===== src/core/tcca_pkg.sv =====
// Package: register map, field layout and mode codes of the timer control block
package tcca_pkg;

  // ----------------------------------------------------------------
  // Register map (word byte addresses, 8-bit data in low lanes)
  // ----------------------------------------------------------------
  localparam logic [11:0] TCZ_IDX = 12'hf06;
  localparam int ADDR_W = 16;
  localparam logic [ADDR_W-1:0] ADDR_CTL0 = 16'h3c18;
  localparam logic [ADDR_W-1:0] ADDR_CTL1 = 16'h0000;
  localparam logic [ADDR_W-1:0] ADDR_CNTH = 16'h0004;
  localparam logic [ADDR_W-1:0] ADDR_CNTL = 16'h0008;
  localparam logic [ADDR_W-1:0] ADDR_STAT = 16'h000c;
  localparam logic [ADDR_W-1:0] ADDR_MASK = 16'h0010;
  localparam logic [ADDR_W-1:0] ADDR_TSTAT = 16'h0014;
  localparam logic [ADDR_W-1:0] ADDR_EVT = 16'h0018;

  // ----------------------------------------------------------------
  // Field positions and reset values
  // ----------------------------------------------------------------
  localparam int C0_MODE_TOP = 7;
  localparam int C0_IRQ_HI = 6;
  localparam int C0_IRQ_LO = 5;
  localparam int C0_DB_HI = 3;
  localparam int C0_DB_LO = 1;
  localparam int C0_CAP = 0;
  localparam int C1_EN = 7;
  localparam int C1_PRE_HI = 5;
  localparam int C1_PRE_LO = 3;
  localparam int C1_MODE_HI = 2;
  localparam int C1_MODE_LO = 0;
  localparam logic [7:0] CTL0_RST = 8'h00;
  localparam logic [7:0] CTL1_RST = 8'h00;
  localparam logic [7:0] CTL0_WMASK = 8'hfe;
  localparam logic [15:0] CNT_RST = 16'h0000;
  localparam int IRQ_W = 3;
  localparam int IRQ_CAP = 2;
  localparam int IRQ_WRAP = 1;
  localparam int IRQ_RSVD = 0;
  localparam logic [31:0] UNMAPPED_DATA = 32'h0000_0000;

  // ----------------------------------------------------------------
  // Mode codes
  // ----------------------------------------------------------------
  typedef enum logic [3:0] {
    MODE_ONE_SHOT   = 4'b0000,
    MODE_CONTINUOUS = 4'b0001,
    MODE_COUNTER    = 4'b0010,
    MODE_PWM_SINGLE = 4'b0011,
    MODE_CAPTURE    = 4'b0100,
    MODE_GATED      = 4'b0110,
    MODE_CAP_CMP    = 4'b0111,
    MODE_PWM_DUAL   = 4'b1000,
    MODE_CAP_RESTART= 4'b1001,
    MODE_CMP_COUNTER= 4'b1010
  } tcca_mode_t;

  // Bus request carried as one bundle
  typedef struct packed {
    logic rd;
    logic wr;
    logic [ADDR_W-1:0] addr;
    logic [7:0] wdata;
  } tcca_req_t;

endpackage


===== src/core/tcca_prescale.sv =====
// Power-of-two prescaler producing a one-cycle count enable
`timescale 1ns/1ps
module tcca_prescale #(
  parameter int PRE_W = 3
)
(
  input wire logic mclk,
  input wire logic rst_n,
  input wire logic enable,
  input wire logic [PRE_W-1:0] exponent,
  output logic tick
);
  import tcca_pkg::*;

  localparam int DIV_W = (1 << PRE_W) - 1;

  logic [DIV_W-1:0] div_reg;
  logic [DIV_W-1:0] div_next;
  logic [DIV_W-1:0] limit;
  logic tick_next;

  // Terminal count is 2**exponent - 1; divide by 1 gives a tick every cycle
  assign limit = DIV_W'((1 << exponent) - 1);
  assign tick_next = enable && (div_reg >= limit);
  // Disabled timer holds the divider at zero for a clean restart
  assign div_next = !enable ? '0 : (tick_next ? '0 : DIV_W'(div_reg + 1'b1));

  // ----------------------------------------------------------------
  // Divider register
  // ----------------------------------------------------------------
  always_ff @(posedge mclk or negedge rst_n)
  begin
    if (!rst_n)
    begin
      div_reg <= '0;
      tick <= 1'b0;
    end
    else
    begin
      div_reg <= div_next;
      tick <= tick_next;
    end
  end

  chk_clear_when_off: assert property (@(posedge mclk) disable iff (!rst_n)
    !enable |=> (div_reg == '0) && !tick)
    else $error("prescaler not cleared while disabled");

  // Divide by four: divider walks 0..3, the registered tick shows one edge later
  chk_div_ratio: assert property (@(posedge mclk) disable iff (!rst_n)
    (enable && exponent == 3'd2 && $stable(exponent) && div_reg == '0 && $past(enable))
      ##1 (enable && exponent == 3'd2) [*3] |=> tick)
    else $error("prescaler ratio wrong");
endmodule


===== src/core/tcca_timer.sv =====
// Timer control registers, count access latch, prescaler and interrupt status
//
// The implementer's own choice: register access over Avalon-MM.
`timescale 1ns/1ps
// ----------------------------------------------------------------
// ----------------------------------------------------------------
module tcca_timer #(
  parameter int CNT_W = 16,
  parameter int PRE_W = 3
)
(
  input wire logic mclk,
  input wire logic rst_n,
  input wire logic [tcca_pkg::ADDR_W-1:0] avs_address,
  input wire logic avs_read,
  input wire logic avs_write,
  input wire logic [31:0] avs_writedata,
  input wire logic [3:0] avs_byteenable,
  output logic [31:0] avs_readdata,
  output logic avs_waitrequest,
  input wire logic timer_pin_in,
  input wire logic capture_event,
  input wire logic alt_func_sel,
  output logic timer_in_used,
  output logic [3:0] mode_code,
  output logic [2:0] deadband_delay,
  output logic [1:0] irq_config,
  output logic mode_reserved,
  output logic irq
);
  import tcca_pkg::*;

  // ----------------------------------------------------------------
  // Declarations
  // ----------------------------------------------------------------
  logic [7:0] ctl0_reg;
  logic [7:0] ctl1_reg;
  logic [CNT_W-1:0] count_reg;
  logic [CNT_W-1:0] count_next;
  logic [7:0] hold_reg;
  logic [IRQ_W-1:0] stat_reg;
  logic [IRQ_W-1:0] stat_next;
  logic [IRQ_W-1:0] mask_reg;
  logic [IRQ_W-1:0] evt_set;
  logic [31:0] rdata_next;
  logic ack_reg;
  logic pin_s1_reg;
  logic pin_s2_reg;
  logic pin_d_reg;
  logic cap_s1_reg;
  logic cap_s2_reg;
  logic cap_d_reg;
  logic tick;
  logic enabled;
  logic [3:0] mode_w;
  logic rsvd_w;
  logic dual_pwm;
  logic cap_mode;
  logic edge_in;
  logic cap_pulse;
  logic wrap;
  tcca_req_t req;
  logic acc;
  logic wr_ok;
  logic rd_ok;
  logic sel_c0;
  logic sel_c1;
  logic sel_ch;
  logic sel_cl;
  logic sel_st;
  logic sel_mk;
  logic sel_ts;
  logic sel_ev;
  logic [7:0] low_view;

  // Reserved codes: 0101 and anything above 1010
  function automatic logic mode_is_rsvd(input logic [3:0] m);
    mode_is_rsvd = (m == 4'b0101) || (m > MODE_CMP_COUNTER);
  endfunction

  // Modes that react to an input capture edge
  function automatic logic mode_captures(input logic [3:0] m);
    mode_captures = (m == MODE_CAPTURE) || (m == MODE_CAP_CMP)
      || (m == MODE_CAP_RESTART);
  endfunction

  // ----------------------------------------------------------------
  // Request bundle and address decode
  // ----------------------------------------------------------------
  assign req = '{rd: avs_read, wr: avs_write, addr: avs_address,
    wdata: avs_writedata[7:0]};
  // One wait cycle per access; the access commits on the ack edge only
  assign acc = (req.rd || req.wr) && !ack_reg;
  assign wr_ok = acc && req.wr && avs_byteenable[0];
  assign rd_ok = acc && req.rd;
  assign sel_c0 = (req.addr == ADDR_CTL0);
  assign sel_c1 = (req.addr == ADDR_CTL1);
  assign sel_ch = (req.addr == ADDR_CNTH);
  assign sel_cl = (req.addr == ADDR_CNTL);
  assign sel_st = (req.addr == ADDR_STAT);
  assign sel_mk = (req.addr == ADDR_MASK);
  assign sel_ts = (req.addr == ADDR_TSTAT);
  assign sel_ev = (req.addr == ADDR_EVT);

  // ----------------------------------------------------------------
  // Mode decode
  // ----------------------------------------------------------------
  assign mode_w = {ctl0_reg[C0_MODE_TOP], ctl1_reg[C1_MODE_HI:C1_MODE_LO]};
  assign rsvd_w = mode_is_rsvd(mode_w);
  assign dual_pwm = (mode_w == MODE_PWM_DUAL);
  assign cap_mode = mode_captures(mode_w);
  assign enabled = ctl1_reg[C1_EN];

  // ----------------------------------------------------------------
  // Pin synchronisers; edge detect reads only the second stage onward
  // ----------------------------------------------------------------
  always_ff @(posedge mclk or negedge rst_n)
  begin
    if (!rst_n)
    begin
      pin_s1_reg <= 1'b0;
      pin_s2_reg <= 1'b0;
      pin_d_reg <= 1'b0;
      cap_s1_reg <= 1'b0;
      cap_s2_reg <= 1'b0;
      cap_d_reg <= 1'b0;
    end
    else
    begin
      pin_s1_reg <= timer_pin_in;
      pin_s2_reg <= pin_s1_reg;
      pin_d_reg <= pin_s2_reg;
      cap_s1_reg <= capture_event;
      cap_s2_reg <= cap_s1_reg;
      cap_d_reg <= cap_s2_reg;
    end
  end

  // Dual-output PWM gives the shared pin to the complementary output
  assign edge_in = alt_func_sel && !dual_pwm && pin_s2_reg && !pin_d_reg;
  assign cap_pulse = enabled && cap_mode && cap_s2_reg && !cap_d_reg;

  // ----------------------------------------------------------------
  // Prescaler
  // ----------------------------------------------------------------
  tcca_prescale #(.PRE_W(PRE_W)) u_pre (
    .mclk(mclk),
    .rst_n(rst_n),
    .enable(enabled),
    .exponent(ctl1_reg[C1_PRE_HI:C1_PRE_LO]),
    .tick(tick)
  );

  // ----------------------------------------------------------------
  // Counter: counter mode counts pin edges, reserved codes hold the count, others count prescaled ticks
  // ----------------------------------------------------------------
  assign wrap = enabled && (count_reg == '1)
    && ((mode_w == MODE_COUNTER) ? edge_in : tick);
  always_comb
  begin
    count_next = count_reg;
    if (enabled && !rsvd_w && ((mode_w == MODE_COUNTER) ? edge_in : tick))
      count_next = CNT_W'(count_reg + 1'b1);
    // Software write wins over the count step, no write holding register
    if (wr_ok && sel_ch)
      count_next = {req.wdata, count_next[7:0]};
    if (wr_ok && sel_cl)
      count_next = {count_next[CNT_W-1:8], req.wdata};
  end

  // ----------------------------------------------------------------
  // Control, count, holding and status registers
  // ----------------------------------------------------------------
  assign evt_set = {cap_pulse, wrap && !rsvd_w, 1'b0};
  // Set beats a write-one clear in the same cycle
  assign stat_next = (stat_reg & ~((wr_ok && sel_st) ? req.wdata[IRQ_W-1:0] : '0))
    | evt_set;

  always_ff @(posedge mclk or negedge rst_n)
  begin
    if (!rst_n)
    begin
      ctl0_reg <= CTL0_RST;
      ctl1_reg <= CTL1_RST;
      count_reg <= CNT_RST;
      hold_reg <= CNT_RST[7:0];
      stat_reg <= '0;
      mask_reg <= '0;
    end
    else
    begin
      count_reg <= count_next;
      stat_reg <= stat_next;
      // Capture flag: set by capture interrupt, cleared by any other
      if (cap_pulse)
        ctl0_reg[C0_CAP] <= 1'b1;
      else if (wrap && !rsvd_w)
        ctl0_reg[C0_CAP] <= 1'b0;
      if (wr_ok && sel_c0)
        ctl0_reg[7:1] <= req.wdata[7:1];
      if (wr_ok && sel_c1)
        ctl1_reg <= req.wdata;
      if (wr_ok && sel_mk)
        mask_reg <= req.wdata[IRQ_W-1:0];
      if (rd_ok && sel_ch && enabled)
        hold_reg <= count_reg[7:0];
    end
  end

  // ----------------------------------------------------------------
  // Read mux
  // ----------------------------------------------------------------
  assign low_view = enabled ? hold_reg : count_reg[7:0];
  always_comb
  begin
    rdata_next = UNMAPPED_DATA;
    if (sel_c0)
      rdata_next = {24'h000000, ctl0_reg};
    else if (sel_c1)
      rdata_next = {24'h000000, ctl1_reg};
    else if (sel_ch)
      rdata_next = {24'h000000, count_reg[CNT_W-1:8]};
    else if (sel_cl)
      rdata_next = {24'h000000, low_view};
    else if (sel_st)
      rdata_next = {29'h0, stat_reg};
    else if (sel_mk)
      rdata_next = {29'h0, mask_reg};
    else if (sel_ts)
      rdata_next = {26'h0, rsvd_w, dual_pwm, mode_w};
    else if (sel_ev)
      rdata_next = {29'h0, evt_set};
  end

  // ----------------------------------------------------------------
  // Bus answer and registered outputs
  // ----------------------------------------------------------------
  always_ff @(posedge mclk or negedge rst_n)
  begin
    if (!rst_n)
    begin
      ack_reg <= 1'b0;
      avs_readdata <= 32'h0000_0000;
      avs_waitrequest <= 1'b1;
      timer_in_used <= 1'b0;
      mode_code <= 4'h0;
      deadband_delay <= 3'h0;
      irq_config <= 2'h0;
      mode_reserved <= 1'b0;
      irq <= 1'b0;
    end
    else
    begin
      ack_reg <= acc;
      avs_waitrequest <= !acc;
      if (rd_ok)
        avs_readdata <= rdata_next;
      timer_in_used <= alt_func_sel && !dual_pwm;
      mode_code <= mode_w;
      deadband_delay <= ctl0_reg[C0_DB_HI:C0_DB_LO];
      irq_config <= ctl0_reg[C0_IRQ_HI:C0_IRQ_LO];
      mode_reserved <= rsvd_w;
      irq <= |(stat_next & mask_reg);
    end
  end

  // ----------------------------------------------------------------
  // Checks
  // ----------------------------------------------------------------
  chk_mode_concat: assert property (@(posedge mclk) disable iff (!rst_n)
    ##1 mode_code == {$past(ctl0_reg[C0_MODE_TOP]), $past(ctl1_reg[C1_MODE_HI:C1_MODE_LO])})
    else $error("mode code not formed from control bits");
  chk_hold_latch: assert property (@(posedge mclk) disable iff (!rst_n)
    (rd_ok && sel_ch && enabled) |=> hold_reg == $past(count_reg[7:0]))
    else $error("holding register missed high read");
  chk_low_hold: assert property (@(posedge mclk) disable iff (!rst_n)
    (rd_ok && sel_cl && enabled) |=> avs_readdata[7:0] == $past(hold_reg))
    else $error("enabled low read not from holding");
  chk_low_live: assert property (@(posedge mclk) disable iff (!rst_n)
    (rd_ok && sel_cl && !enabled) |=> avs_readdata[7:0] == $past(count_reg[7:0]))
    else $error("disabled low read not live");
  chk_count_write: assert property (@(posedge mclk) disable iff (!rst_n)
    (wr_ok && sel_ch) |=> count_reg[CNT_W-1:8] == $past(req.wdata))
    else $error("high byte write not loaded");
  chk_cap_flag: assert property (@(posedge mclk) disable iff (!rst_n)
    cap_pulse |=> ctl0_reg[C0_CAP] ##1 (ctl0_reg[C0_CAP] || $past(wrap)))
    else $error("capture flag not set");
  chk_cap_ro: assert property (@(posedge mclk) disable iff (!rst_n)
    (wr_ok && sel_c0 && !cap_pulse && !wrap) |=> $stable(ctl0_reg[C0_CAP]))
    else $error("capture flag written by software");
  chk_pin_dual: assert property (@(posedge mclk) disable iff (!rst_n)
    dual_pwm |=> !timer_in_used)
    else $error("timer input active in dual pwm");
  chk_rsvd_flag: assert property (@(posedge mclk) disable iff (!rst_n)
    (mode_w == 4'b0101) |=> mode_reserved)
    else $error("reserved mode not flagged");
  chk_bus_wait: assert property (@(posedge mclk) disable iff (!rst_n)
    (acc) |=> !avs_waitrequest ##1 avs_waitrequest)
    else $error("bus answer timing wrong");
  chk_bus_idle: assert property (@(posedge mclk) disable iff (!rst_n)
    (!avs_read && !avs_write) |=> avs_waitrequest)
    else $error("bus answered without a request");

  // ----------------------------------------------------------------
  // Count, flag and interrupt checks
  // ----------------------------------------------------------------
  // A low byte write lands whole; only the high byte keeps the step
  chk_low_write: assert property (@(posedge mclk) disable iff (!rst_n)
    (wr_ok && sel_cl) |=> count_reg[7:0] == $past(req.wdata))
    else $error("low byte write not loaded");
  // One prescaled tick adds exactly one in the tick-driven modes
  chk_count_step: assert property (@(posedge mclk) disable iff (!rst_n)
    (enabled && !rsvd_w && (mode_w != MODE_COUNTER) && tick && !wr_ok)
      |=> count_reg == CNT_W'($past(count_reg) + 1'b1))
    else $error("count step wrong");
  // Without the pin function the counter mode sees no edges at all
  chk_pin_gate: assert property (@(posedge mclk) disable iff (!rst_n)
    (enabled && (mode_w == MODE_COUNTER) && !alt_func_sel && !wr_ok) |=> $stable(count_reg))
    else $error("counter moved without pin function");
  chk_wrap_clear: assert property (@(posedge mclk) disable iff (!rst_n)
    (wrap && !rsvd_w && !cap_pulse) |=> !ctl0_reg[C0_CAP])
    else $error("capture flag kept after wrap interrupt");
  // Reserved codes freeze the count; only a software write may move it
  chk_rsvd_frozen: assert property (@(posedge mclk) disable iff (!rst_n)
    (rsvd_w && !wr_ok) |=> $stable(count_reg))
    else $error("count moved in reserved mode");
  // A new event is never lost to a write-one clear in the same cycle
  chk_stat_sticky: assert property (@(posedge mclk) disable iff (!rst_n)
    evt_set[IRQ_CAP] |=> stat_reg[IRQ_CAP])
    else $error("capture status bit lost");
  // A mask write reaches the pin one edge late, so only a steady mask counts
  chk_irq_level: assert property (@(posedge mclk) disable iff (!rst_n)
    ((|(stat_reg & mask_reg)) && $stable(mask_reg)) |-> irq)
    else $error("interrupt low while unmasked status set");
endmodule


===== config.mk =====
export PLATFORM = sky130hd
export DESIGN_NAME = tcca_timer
export DESIGN_NICKNAME = d
export VERILOG_FILES = /design/src/core/tcca_pkg.sv /design/src/core/tcca_prescale.sv /design/src/core/tcca_timer.sv
export SDC_FILE = /design/constraint.sdc
export NUM_CORES = 1
export LEC_CHECK = 0
export ABC_CLOCK_PERIOD_IN_PS = 3600
export CAP_MARGIN = 30
export CELL_PAD_IN_SITES_DETAIL_PLACEMENT = 2
export CELL_PAD_IN_SITES_GLOBAL_PLACEMENT = 2
export CORE_MARGIN = 4
export CORE_UTILIZATION = 42
export CTS_CLUSTER_DIAMETER = 100
export DETAILED_ROUTE_END_ITERATION = 10
export DONT_BUFFER_PORTS = 1
export PLACE_DENSITY_LB_ADDON = 0.25
export SLEW_MARGIN = 15
export SYNTH_ARGS = -nofsm -noshare
export SYNTH_HDL_FRONTEND = slang
export SYNTH_SLANG_ARGS = --single-unit

===== constraint.sdc =====
create_clock -name mclk -period 3.6 [get_ports mclk]
set_clock_uncertainty 0.1 [all_clocks]
set_input_delay 0.18 -clock mclk [delete_from_list [all_inputs] [get_ports mclk]]
set_output_delay 0.18 -clock mclk [all_outputs]
set_load 0.02 [all_outputs]

## Word level (Yosys, flattened, before mapping)

Index checks and enable logic that the tools add are counted.

- Add/subtract/negate cells: 3
- $lt $le $gt $ge: 2
- Equality and inequality tests: 14
- Shift operators: 1
- Multiplexer cells: 18
- Bitwise operators: 4
- Reductions and logical operators: 37

Operators by type and width:

| kind | count |
|---|---|
| 16-bit by 5-bit equality test with 1-bit output, second input constant | 3 |
| 8-bit 2-to-1 mux | 6 |
| 16-bit by 4-bit equality test with 1-bit output, second input constant | 2 |
| 16-bit 2-to-1 mux | 2 |
| 1-bit logical AND | 24 |
| 6-bit 2-to-1 mux | 3 |
| 16-bit by 1-bit adder with 16-bit output, second input constant | 1 |
| 16-bit by 14-bit equality test with 1-bit output, second input constant | 1 |
| 16-bit equality test, second input constant | 1 |
| 16-bit by 3-bit equality test with 1-bit output, second input constant | 1 |
| 16-bit logical NOT | 1 |
| 7-bit 2-to-1 mux | 2 |
| 4-bit by 3-bit equality test with 1-bit output, second input constant | 3 |
| 4-bit equality test, second input constant | 2 |
| 7-bit by 1-bit adder with 7-bit output, second input constant | 1 |
| 7-bit >= comparator | 1 |
| 1-bit by 3-bit << shifter with 7-bit output, first input constant | 1 |
| 7-bit by 2-bit subtractor with 7-bit output, second input constant | 1 |
| 3-bit AND | 2 |
| 1-bit logical NOT | 6 |
| 3-bit 2-to-1 mux | 2 |
| 4-bit by 2-bit equality test with 1-bit output, second input constant | 1 |
| 4-bit > comparator, second input constant | 1 |
| 1-bit logical OR | 4 |
| 5 further kinds | 7 |

- Flip-flop bits (word level): 106
- Output and inout bits: 45

## Longest topological paths before layout

Gate-level depths: netlist of run 1.

- Depth in word-level cells: 16
- Mapped depth: 10
- Depth with buffers taken out: 8

## Modules after synthesis

A second synthesis of run 1 with hierarchy kept.

- Cells, all modules: 425
- Area, all modules: 4515.6 sq um

Modules (own cells, without submodules):

| module | instances | cells each | area each (sq um) | seq. area each (sq um) |
|---|---|---|---|---|
| tcca_timer | 1 | 372 | 3965.1 | 1853.0 |
| tcca_prescale | 1 | 53 | 550.5 | 200.2 |

## Worst setup path before layout of run 1

Ideal clock, no wire load.

- Path type: register to register
- Start point: reg ctl1_reg[5]
- End point: reg u_pre.div_reg[2]
- Setup time: 127 ps
- Arrival: 1957 ps
- Slack: 1417 ps
- Stages on the path, launching flop included: 11
- Buffers on the path: 2
- Period minus slack after synthesis: 2183 ps
- Cells stage by stage: dfrtp_1 > clkbuf_1 > or3_1 > ha_1 > inv_1 > a21boi_0 > o21ai_0 > a211oi_1 > or3_1 > clkbuf_1 > nor2_1

- Cells in the longest elaborated chain, start to end: 6

RTL lines:

| item | RTL line | text |
|---|---|---|
| start: declaration | tcca_timer.sv:37 | `logic [7:0] ctl1_reg;` |
| start signal: assignment | tcca_timer.sv:202 | `ctl1_reg <= req.wdata;` |
| 1-bit by 3-bit << shifter with 7-bit output | tcca_prescale.sv:23 | `assign limit = DIV_W'((1 << exponent) - 1);` |
| 7-bit by 2-bit subtractor with 7-bit output | tcca_prescale.sv:23 |  |
| 7-bit >= comparator | tcca_prescale.sv:24 | `assign tick_next = enable && (div_reg >= limit);` |
| 1-bit logical AND | tcca_prescale.sv:24 |  |
| 7-bit 2-to-1 mux (2 in a row) | tcca_prescale.sv:26 | `assign div_next = !enable ? '0 : (tick_next ? '0 : DIV_W'(div_reg + 1'b1));` |
| via u_pre.div_next[2] | tcca_prescale.sv:18 | `logic [DIV_W-1:0] div_next;` |
| end signal: assignment | tcca_prescale.sv:40 | `div_reg <= div_next;` |
| end: declaration | tcca_prescale.sv:17 | `logic [DIV_W-1:0] div_reg;` |

The timed path passes the listed nets, and every way through them passes these cells.
A chain may end at the register's enable or synchronous reset.

## Final worst setup path of run 1

- Start point: reg ctl1_reg[0]
- End point: reg avs_readdata[1]

- Cells in the longest elaborated chain, start to end: 16
- Elaborated cells between the ends (all ways): 21
- Those cells by class: order compare: 1; eq/ne: 3; mux: 9; reduce/logical: 8

RTL lines:

| item | RTL line | text |
|---|---|---|
| 4-bit equality test | tcca_timer.sv:110 | `assign dual_pwm = (mode_w == MODE_PWM_DUAL);` |
| 1-bit logical NOT | tcca_timer.sv:140 | `assign edge_in = alt_func_sel && !dual_pwm && pin_s2_reg && !pin_d_reg;` |
| 1-bit logical AND (3 in a row) | tcca_timer.sv:140 |  |
| 1-bit 2-to-1 mux | tcca_timer.sv:158 | `&& ((mode_w == MODE_COUNTER) ? edge_in : tick);` |
| 1-bit logical AND | tcca_timer.sv:158 |  |
| 1-bit logical AND (*) | tcca_timer.sv:174 | `assign evt_set = {cap_pulse, wrap && !rsvd_w, 1'b0};` |
| 3-bit 2-to-1 mux (*) | tcca_timer.sv:231 | `else if (sel_ev)` |
| 6-bit 2-to-1 mux (*) | tcca_timer.sv:229 | `else if (sel_ts)` |
| 6-bit 2-to-1 mux (*) | tcca_timer.sv:227 | `else if (sel_mk)` |
| 6-bit 2-to-1 mux (*) | tcca_timer.sv:225 | `else if (sel_st)` |
| 8-bit 2-to-1 mux (*) | tcca_timer.sv:223 | `else if (sel_cl)` |
| 8-bit 2-to-1 mux (*) | tcca_timer.sv:221 | `else if (sel_ch)` |
| 8-bit 2-to-1 mux (*) | tcca_timer.sv:219 | `else if (sel_c1)` |
| 8-bit 2-to-1 mux (*) | tcca_timer.sv:217 | `if (sel_c0)` |
| end signal: assignment | tcca_timer.sv:257 | `avs_readdata <= rdata_next;` |
| end: declaration | tcca_timer.sv:19 | `output logic [31:0] avs_readdata,` |

Mark *: on every way between the ends. The rest lies on a longest branch, timed or not.

==> impl_metrics.csv, run 1 <==
group,metric,value,unit
layout,drive_gt1_frac,0.1506,
routing,first_pass_iters,4,
critical_path,r2r_setup_slack,1.06,ns
logic_synthesis,synth-compound-area-share,0.1174,
sta,timing.final.crit_share,0.7051,
global_route,use_met3,0.05591,
die,die_y,110.0,µm
power,leakage,2.141,nW
global_route,grt_overflow,0,
hold_path,hp-start,"avs_address[3]",
sta,maxSlewHeadroom,0.4599,
power,share_seq_of_total_power,0.484,
layout,final_net_count,508,
global_route,busiest_layer,"met2",
global_route,grt_usage,0.2448,
logic_synthesis,yosys.area_share.simple,0.1867,
routing,wl,13830,µm
logic_synthesis,yosysUniqueCellTypes,63,
flow_run,max_cap_violations,0,
layout,final_util,0.4859,
critical_path,critPathArrivalTime,2.76,ns
logic_synthesis,synth.avg_cell_area,10.33,µm²
global_route,use_met1,0.3269,
power,p_sw,460.9,µW
routing,via_per_inst,5.834,
critical_path,cp-end-kind,"flop",
global_route,grt_pass1_vias,3647,
logic_synthesis,synth_cells,423,
die,start_util,0.4390,
routing,wl_per_cell,23.93,µm
clocking,htreeDepth,3,
die,pin_count,104,
placed_design,gp_congestion,0.8214,
critical_path,critPathKind,"reg2reg",
die,rows,36,
power,power_switching_share,0.2355,
routing,vias,3372,
clocking,numCtsBuffers,9,
clocking,cts_tree,"built",
die,die_area,12100,µm²
layout,antennaDiodeCount,0,
global_route,antenna_found_initial,2,
hold_path,hold_depth,4,
clocking,post_cts_buffers,0,
sta,rsz0062_at_grt,"false",
routing,ant_nets,0,
logic_synthesis,synth_xor_area_frac,0.04008,
clocking,path_clk_slew,0.09,ns
critical_path,rr_startpoint,"ctl1_reg[0]",
layout,final_common_cell,"dfrtp_1",
logic_synthesis,synth_edf_count,0,
layout,largest_register_ffs,16,
power,p_int,1.496,mW
logic_synthesis,synth_mux_area_frac,0.09304,
logic_synthesis,async_reset_ff_frac,1.000,
clocking,clk_latency,0.38,ns
placed_design,portBuffers,0,
power,clkPwrFrac,0.460,
power,p_comb_frac,0.056,
sta,hold_viol,0,
clocking,cts_buffer_depth,2,
clocking,cts_root_buf,"clkbuf_8",
clocking,cts_resized,0,
power,power.density_cell_area,404.6,nW/µm²
hold_path,hold_class,"in2reg",
global_route,grt_pass1_wl,21700,µm
layout,final_cell_mix,"dfrtp_1, nand2_1, nor2_1, o21ai_0, mux2_2",
sta,setup_viol_count_final,0,
critical_path,worst_r2r_path_depth,6,
clocking,cts_num_sinks,82,
logic_synthesis,synth_area,4370,µm²
critical_path,timing.rr.end,"avs_readdata[1]",
power,peakVddDrop,0.2845,mV
placed_design,place_hpwl,9652,µm
logic_synthesis,yosysSeqAreaShare,0.4698,
sta,setup_tns,0,ns
logic_synthesis,synth_seq_cells,82,
logic_synthesis,yosysWarnings,0,
sta,clock.fmax,394.0,MHz
logic_synthesis,synth_top_flop_cell,"dfrtp_1",
global_route,grt_start_max_net_pins,83,
sta,fin_crit,2.538,ns
logic_synthesis,synthAdderAreaFrac,0.02577,
critical_path,worstPathRequired,3.82,ns
die,core-area,9955,µm²
sta,worst_pin_slew,0.8027,ns
outcome,outcome,"finished, final reports clean",
hold_path,holdPathEnd,"avs_readdata[1]",
sta,holdWs,0.05894,ns
clocking,hold_buffers,15,
routing,drc_errors,0,
critical_path,crit_path_max_fanout,11,
logic_synthesis,synth_top_family_by_area,"simple AND/OR/NAND/NOR gates",
layout,area_growth_syn_to_layout,10.68,%
critical_path,startpoint_type,"flop",
routing,drt-initial-drc-count,162,
sta,drv_slew,0,
global_route,grtUsageMet2,0.3964,
die,chipWidth,110.0,µm
[stage by stage]
stage                     cells  setup slack, ns  cell area, µm²  power (mW)
after floorplan             446            1.417            4457       1.038
after global placement      547            1.173            4404       1.026
after detailed placement    547            1.100            4404       1.030
after CTS                   578            1.062            4837       1.974
after global routing        578           0.9030            4837       2.039
final                       578            1.062            4837       1.957
[power groups by stage]
stage	Clock (mW)	Combinational [mW]	Sequential, mW
floorplan	0	0.0769	0.962
global placement	0	0.0619	0.964
detailed placement	0	0.0645	0.966
CTS	0.917	0.109	0.947
global route	0.970	0.121	0.949
finish	0.900	0.110	0.947
[worst max-delay path, stage by stage (launching register included)]
cell and delay [ns]:
dfrtp_1 0.59, nor4b_4 0.37, mux2i_1 0.21, nor4b_4 0.56
nand3_1 0.31, o21ai_1 0.21, a21o_1 0.13
[cells by family (layout without fill, tap and decap cells)]
kind of cell / Yosys count / count (layout)
compound gates: 82 / 82
simple gates: 147 / 147
fa+ha+maj: 9 / 9
buf+inv: 45 / 44
mux: 37 / 37
xor+xnor: 20 / 20
flops: 82 / 82
other cells: 1 / 24
[worst max-delay path by stage]
stage	start	to	slack, ns	cells after the start
after floorplan	ctl1_reg[5]	u_pre.div_reg[2]	1.42	10
after global placement	ctl1_reg[0]	irq	1.17	6
after detailed placement	ctl1_reg[0]	avs_readdata[1]	1.10	6
after CTS	ctl1_reg[0]	avs_readdata[1]	1.06	6
after global routing	ctl1_reg[0]	irq	0.90	6
final	ctl1_reg[0]	avs_readdata[1]	1.06	6
[layout make-up]
class | count | area [µm²]
clock inverters | 6 | 137.6
inverters | 7 | 26.28
flip-flops and latches | 82 | 2053
clock buffers | 10 | 127.6
multi-input cells | 319 | 2113
well taps | 133 | 166.4
repair buffers | 21 | 212.7
fillers | 1013 | 5117
[metal layers]
layer | share of wire | vias up
met2 | 0.49 | 81
met4 | 0.016 | 4
met3 | 0.045 | 21
met1 | 0.45 | 1769
met5 | 0.0020 | -
li1 | - | 1497
[synth_stat cells (all sizes together), types with 4 or more instances]
library cell  instances  area, µm²
dfrtp                81       2027
nand2                35      131.4
nor2                 33      133.9
o21ai                31      155.1
buf                  29      219.0
mux2                 29      326.6
nand3                24      125.1
a21oi                16      80.08
xor2                 12      105.1
clkbuf                9      45.04
ha                    9      112.6
mux2i                 8      80.08
nor3                  8      45.04
nor4                  8      56.30
xnor2                 8      70.07
inv                   7      26.28
a21o                  6      45.04
and3                  6      37.54
a22oi                 5      37.54
nand4                 5      37.53
nor4b                 5      80.08
nand2b                4      25.02
No activity file was read; power rests on OpenSTA's default activity.
==> run 2, diff against run 1 <==
ABC_CLOCK_PERIOD_IN_PS = 2650   (was 3600)
CORE_UTILIZATION = 39   (was 42)
clock period = 2.65 ns   (was 3.6 ns; I/O delays follow)
==> run 2 against run 1 <==
Final area rose by 1.0%. Critical endpoint is now u_pre.div_reg[5]. Die area rose by 7.1%. Via count fell by 0.12%. Largest cell class unchanged. Wire length fell by 3.1%. Power rose by 21%. Sequential share of layout area fell by 0.43 points. Cell count rose by 3.6%.
==> impl_metrics.csv, run 2 (synthesis results as in run 1) <==
group,metric,value,unit
critical_path,path_delay_family,"simple AND/OR/NAND/NOR gates",
clocking,cts_buffer_depth,2,
layout,antennaDiodeCount,0,
power,p_total,2.375,mW
power,peakVddDrop,0.2657,mV
sta,fin_crit,2.445,ns
sta,timing.final.ws_setup,0.2047,ns
layout,layout.area.seq,2053,µm²
power,p_comb_frac,0.065,
sta,holdWs,0.05931,ns
die,chipWidth,113.9,µm
layout,final_net_count,522,
die,core-area,10890,µm²
die,pin_count,104,
layout,final_cell_mix,"dfrtp_1, nand2_1, nor2_1, o21ai_0, mux2_2",
routing,wl_per_cell,22.38,µm
sta,clock.fmax,408.9,MHz
die,rows,38,
hold_path,hold_depth,3,
critical_path,r2r_setup_slack,0.20,ns
sta,setup_tns,0,ns
hold_path,hp-start,"avs_address[2]",
placed_design,place_area,4496,µm²
sta,maxSlewHeadroom,0.5868,
critical_path,crit_path_max_fanout,8,
global_route,grt_start_max_net_pins,83,
power,share_seq_of_total_power,0.541,
sta,drv_slew,0,
layout,multi_input_area,2113,µm²
critical_path,critPathLaunch,"ctl1_reg[4]",
critical_path,critPathArrivalTime,2.60,ns
critical_path,rr_startpoint,"ctl1_reg[4]",
clocking,htreeDepth,3,
critical_path,crit_top_cell,"or3_1",
critical_path,cp-end-kind,"flop",
critical_path,startpoint_type,"flop",
layout,design_area,4887,µm²
power,p_sw,627.4,µW
die,die_y,113.9,µm
power,p_int,1.748,mW
power,leakage,2.171,nW
die,die_area,12960,µm²
critical_path,crit_slowest_cell,"dfrtp_1",
layout,final_common_cell,"dfrtp_1",
layout,area_growth_syn_to_layout,11.82,%
flow_run,max_cap_violations,0,
routing,first_pass_iters,4,
critical_path,timing.rr.end,"u_pre.div_reg[5]",
hold_path,hold_class,"in2reg",
sta,worst_pin_slew,0.6175,ns
routing,wl,13400,µm
sta,hold_viol,0,
placed_design,gp_congestion,0.9010,
global_route,grt_pass1_wl,21500,µm
sta,timing.final.crit_share,0.9228,
power,power_switching_share,0.2642,
layout,largest_register_ffs,16,
global_route,grt_usage,0.2174,
critical_path,worst_r2r_path_depth,8,
clocking,numCtsBuffers,9,
routing,ant_nets,0,
clocking,cts_root_buf,"clkbuf_8",
critical_path,worstPathRequired,2.80,ns
power,clkPwrFrac,0.394,
global_route,grt_pass1_vias,3817,
placed_design,dp_slack,0.2331,ns
layout,nFillCells,1166,
outcome,outcome,"finished, final reports clean",
critical_path,path_cells,"or3_1 -> ha_1 -> inv_1 -> a21boi_0 -> o21ai_0 -> a211oi_1 -> or3_1 -> nor2_1",
clocking,clk_latency,0.37,ns
sta,rsz0062_at_grt,"false",
global_route,antenna_found_initial,0,
power,power.density_cell_area,486.0,nW/µm²
layout,drive_gt1_frac,0.1699,
routing,vias,3368,
critical_path,critPathBufInv,1,
global_route,grt_overflow,0,
placed_design,place_hpwl,9639,µm
critical_path,critPathKind,"reg2reg",
clocking,cts_num_sinks,82,
clocking,cts_tree,"built",
clocking,path_clk_slew,0.09,ns
placed_design,portBuffers,0,
hold_path,holdPathEnd,"avs_readdata[2]",
routing,via_per_inst,5.623,
routing,drt-initial-drc-count,117,
die,start_util,0.4014,
sta,setup_viol_count_final,0,
routing,drc_errors,0,
critical_path,cp_slowest_stage_delay,0.49,ns
run 2: changes by cell type in the layout (fill, tap and decap cells not counted), sizes merged:
cell / previous run / this run
buf: 7 / 18
dlygate4sd3: 14 / 17
bufinv: 4 / 1
clkinvlp: 0 / 3
run 2: tightest hold or removal path, stage by stage:
cell and delay, ns:
a21o_1 0.06, a32oi_1 0.08, a32oi_1 0.20
run 2: power groups by stage:
stage	combinational [mW]	clock, mW	sequential [mW]
CTS	0.155	0.975	1.29
global route	0.170	1.02	1.29
finish	0.154	0.936	1.28
floorplan	0.104	0	1.31
global placement	0.0893	0	1.31
detailed placement	0.0900	0	1.31
run 2: worst max-delay path by stage:
| stage | depth (start not counted) | end | slack, ns |
|---|---|---|---|
| 6_report | 8 | u_pre.div_reg[5] | 0.20 |
| 5_1_grt | 8 | u_pre.div_reg[2] | 0.03 |
| 4_1_cts | 8 | u_pre.div_reg[5] | 0.22 |
| 3_5_place_dp | 8 | u_pre.div_reg[5] | 0.23 |
| 3_3_place_gp | 8 | u_pre.div_reg[3] | 0.35 |
| 2_1_floorplan | 10 | u_pre.div_reg[2] | 0.47 |
run 2: layer usage:
layer,GRT usage,vias to the layer above,wire [µm]
li1,-,1539,-
met1,0.2758,1701,5851
met2,0.3620,100,6503
met3,0.03342,28,582
met4,0.1069,0,467
met5,0,-,0
run 2: stage by stage:
| step | utilization | cells |
|---|---|---|
| 2_1_floorplan | - | 446 |
| 3_3_place_gp | 0.4129 | 565 |
| 3_5_place_dp | 0.4129 | 565 |
| 4_1_cts | 0.4489 | 599 |
| 5_1_grt | 0.4489 | 599 |
| 6_report | 0.4489 | 599 |
run 2: final cells by class:
class                   instances  share of cell area
multi-input cells             319              0.4324
clock inverters                 6             0.01357
flip-flops and latches         82              0.4201
well taps                     140             0.03584
inverters                       7            0.005376
clock buffers                  10             0.02611
repair buffers                 35             0.06656
run 2: repair_timing:
item,CTS,global route
gates resized for setup,0,0
hold buffers,18,0
buffers inserted,0,0
hold endpoints to repair,125,0
endpoints found under the setup margin,0,0
==> run 3, diff against run 2 <==
BUFFER_PORTS_ARGS = -buffer_cell sky130_fd_sc_hd__buf_4   (was not set)
CORE_UTILIZATION = 33   (was 39)
DONT_BUFFER_PORTS = not set   (was 1)
==> run 3 against run 2 <==
Worst setup slack better by 0.035 ns. Critical endpoint is now u_pre.div_reg[2]. Final area up 11%. Clock-buffer cell count down 1. Clock power up 55%. Utilization down 2.4 points. Via count up 6.7%. First-iteration DRC count up 6.8%. Wire length up 5.0%. Sequential power about the same. Cell count up 13%. Sequential cell count unchanged. Non-clock buffer count up 49.
==> impl_metrics.csv, run 3 (synthesis results as in run 1) <==
group,metric,value,unit
outcome,outcome,"finished, final reports clean",
clocking,cts_root_buf,"clkbuf_16",
sta,rsz0062_at_grt,"false",
routing,first_pass_iters,4,
layout,nFillCells,1364,
critical_path,worstPathRequired,2.78,ns
placed_design,gp_congestion,0.8613,
sta,holdWs,0.02950,ns
critical_path,timing.rr.end,"u_pre.div_reg[2]",
power,p_int,2.265,mW
power,p_sw,680.9,µW
power,clkPwrFrac,0.493,
critical_path,rr_startpoint,"ctl1_reg[5]",
clocking,htreeDepth,3,
sta,hold_viol,0,
clocking,cts_tree,"built",
critical_path,critPathArrivalTime,2.54,ns
clocking,cts_num_sinks,82,
routing,drc_errors,0,
sta,worst_pin_slew,0.6278,ns
critical_path,critPathLaunch,"ctl1_reg[5]",
layout,final_common_cell,"dfrtp_1",
routing,wl_per_cell,20.73,µm
layout,drive_gt1_frac,0.2604,
power,power_switching_share,0.2311,
layout,final_cells,679,
clocking,clk_latency,0.35,ns
critical_path,r2r_setup_slack,0.24,ns
critical_path,worst_r2r_path_depth,8,
flow_run,max_cap_violations,0,
power,leakage,2.498,nW
die,start_util,0.3421,
critical_path,cp-end-kind,"flop",
layout,final_net_count,571,
critical_path,crit_path_max_fanout,9,
sta,setup_viol_count_final,0,
placed_design,portBuffers,52,
die,die_y,123.1,µm
clocking,cts_resized,0,
die,chipWidth,123.1,µm
routing,via_per_inst,5.292,
sta,maxSlewHeadroom,0.5783,
power,p_total,2.946,mW
layout,area_growth_syn_to_layout,24.25,%
layout,antennaDiodeCount,0,
sta,timing.final.crit_share,0.9097,
die,rows,41,
global_route,grt_usage,0.1942,
die,die_area,15150,µm²
global_route,antenna_found_initial,0,
die,core-area,12770,µm²
critical_path,startpoint_type,"flop",
layout,final_util,0.4251,
sta,clock.fmax,414.8,MHz
global_route,grt_overflow,0,
routing,vias,3593,
critical_path,critPathKind,"reg2reg",
sta,drv_slew,0,
clocking,cts_buffer_depth,2,
power,p_comb_frac,0.074,
layout,final_cell_mix,"dfrtp_1, buf_4, nand2_1, nor2_1, o21ai_0",
placed_design,dpl.cell_count,652,
global_route,grt_pass1_vias,3975,
power,power.density_cell_area,542.5,nW/µm²
sta,fin_crit,2.411,ns
hold_path,hold_class,"in2reg",
clocking,numCtsBuffers,9,
clocking,post_cts_buffers,0,
critical_path,critPathCapture,"u_pre.div_reg[2]",
routing,ant_nets,0,
clocking,hold_buffers,12,
placed_design,place_hpwl,10720,µm
die,pin_count,104,
routing,drt-initial-drc-count,125,
global_route,grt_pass1_wl,22010,µm
sta,setup_tns,0,ns
power,peakVddDrop,0.2537,mV
layout,largest_register_ffs,16,
clocking,path_clk_slew,0.06,ns
routing,wl,14080,µm
power,share_seq_of_total_power,0.433,
global_route,grt_start_max_net_pins,49,
run 3: cell types whose count changed in the layout (fill, tap and decap cells not counted), sizes merged:
cell and change:
clkinvlp -3, clkinv +2, buf +54, inv -1, bufinv +2, dlygate4sd3 -5
clkbuf -1
run 3: through the flow:
stage	cell area (µm²)	setup slack, ns
2_1_floorplan	4457	0.4667
3_3_place_gp	4941	0.3561
3_5_place_dp	4969	0.2167
4_1_cts	5430	0.2059
5_1_grt	5430	0.04696
6_report	5430	0.2393
run 3: final cells by class:
type                    count  area, µm²  area share
flip-flops and latches     82       2053      0.3781
well taps                 172      215.2     0.03963
inverters                   7      26.28    0.004839
multi-input cells         319       2113      0.3892
clock buffers               9      225.2     0.04147
clock inverters             6      116.4     0.02143
repair buffers             84      680.7      0.1253
run 3: worst max-delay path: stages (launching register included):
cell and delay (ns):
dfrtp_1 0.49, or3_1 0.39, ha_1 0.29, inv_1 0.04, a21boi_0 0.15, o21ai_0 0.12, a211oi_1 0.31, or3_1 0.31
nor2_1 0.08
run 3: worst min path at each step:
stage | slack (ns) | cells past startpoint | end | start
5_1_grt | 0.08 | 3 | avs_waitrequest | avs_read
4_1_cts | 0.02 | 3 | avs_waitrequest | avs_read
2_1_floorplan | -0.26 | 0 | ack_reg | rst_n
3_5_place_dp | 0.02 | 1 | mode_code[0] | rst_n
6_report | 0.03 | 3 | avs_waitrequest | avs_read
3_3_place_gp | 0.14 | 1 | cap_s1_reg | capture_event
run 3: metal layers:
metal | routed length [µm] | global-route usage | vias up
li1 | - | - | 1630
met1 | 6000 | 0.2421 | 1860
met2 | 7108 | 0.3369 | 84
met3 | 642 | 0.03202 | 19
met4 | 326 | 0.07474 | 0
met5 | 0 | 0 | -
run 3: power by group through the flow:
stage	registers (mW)	clock network [mW]	logic (mW)
finish	1.27	1.45	0.218
global route	1.28	1.54	0.238
CTS	1.27	1.49	0.221
detailed placement	1.30	0	0.204
global placement	1.30	0	0.196
floorplan	1.31	0	0.104
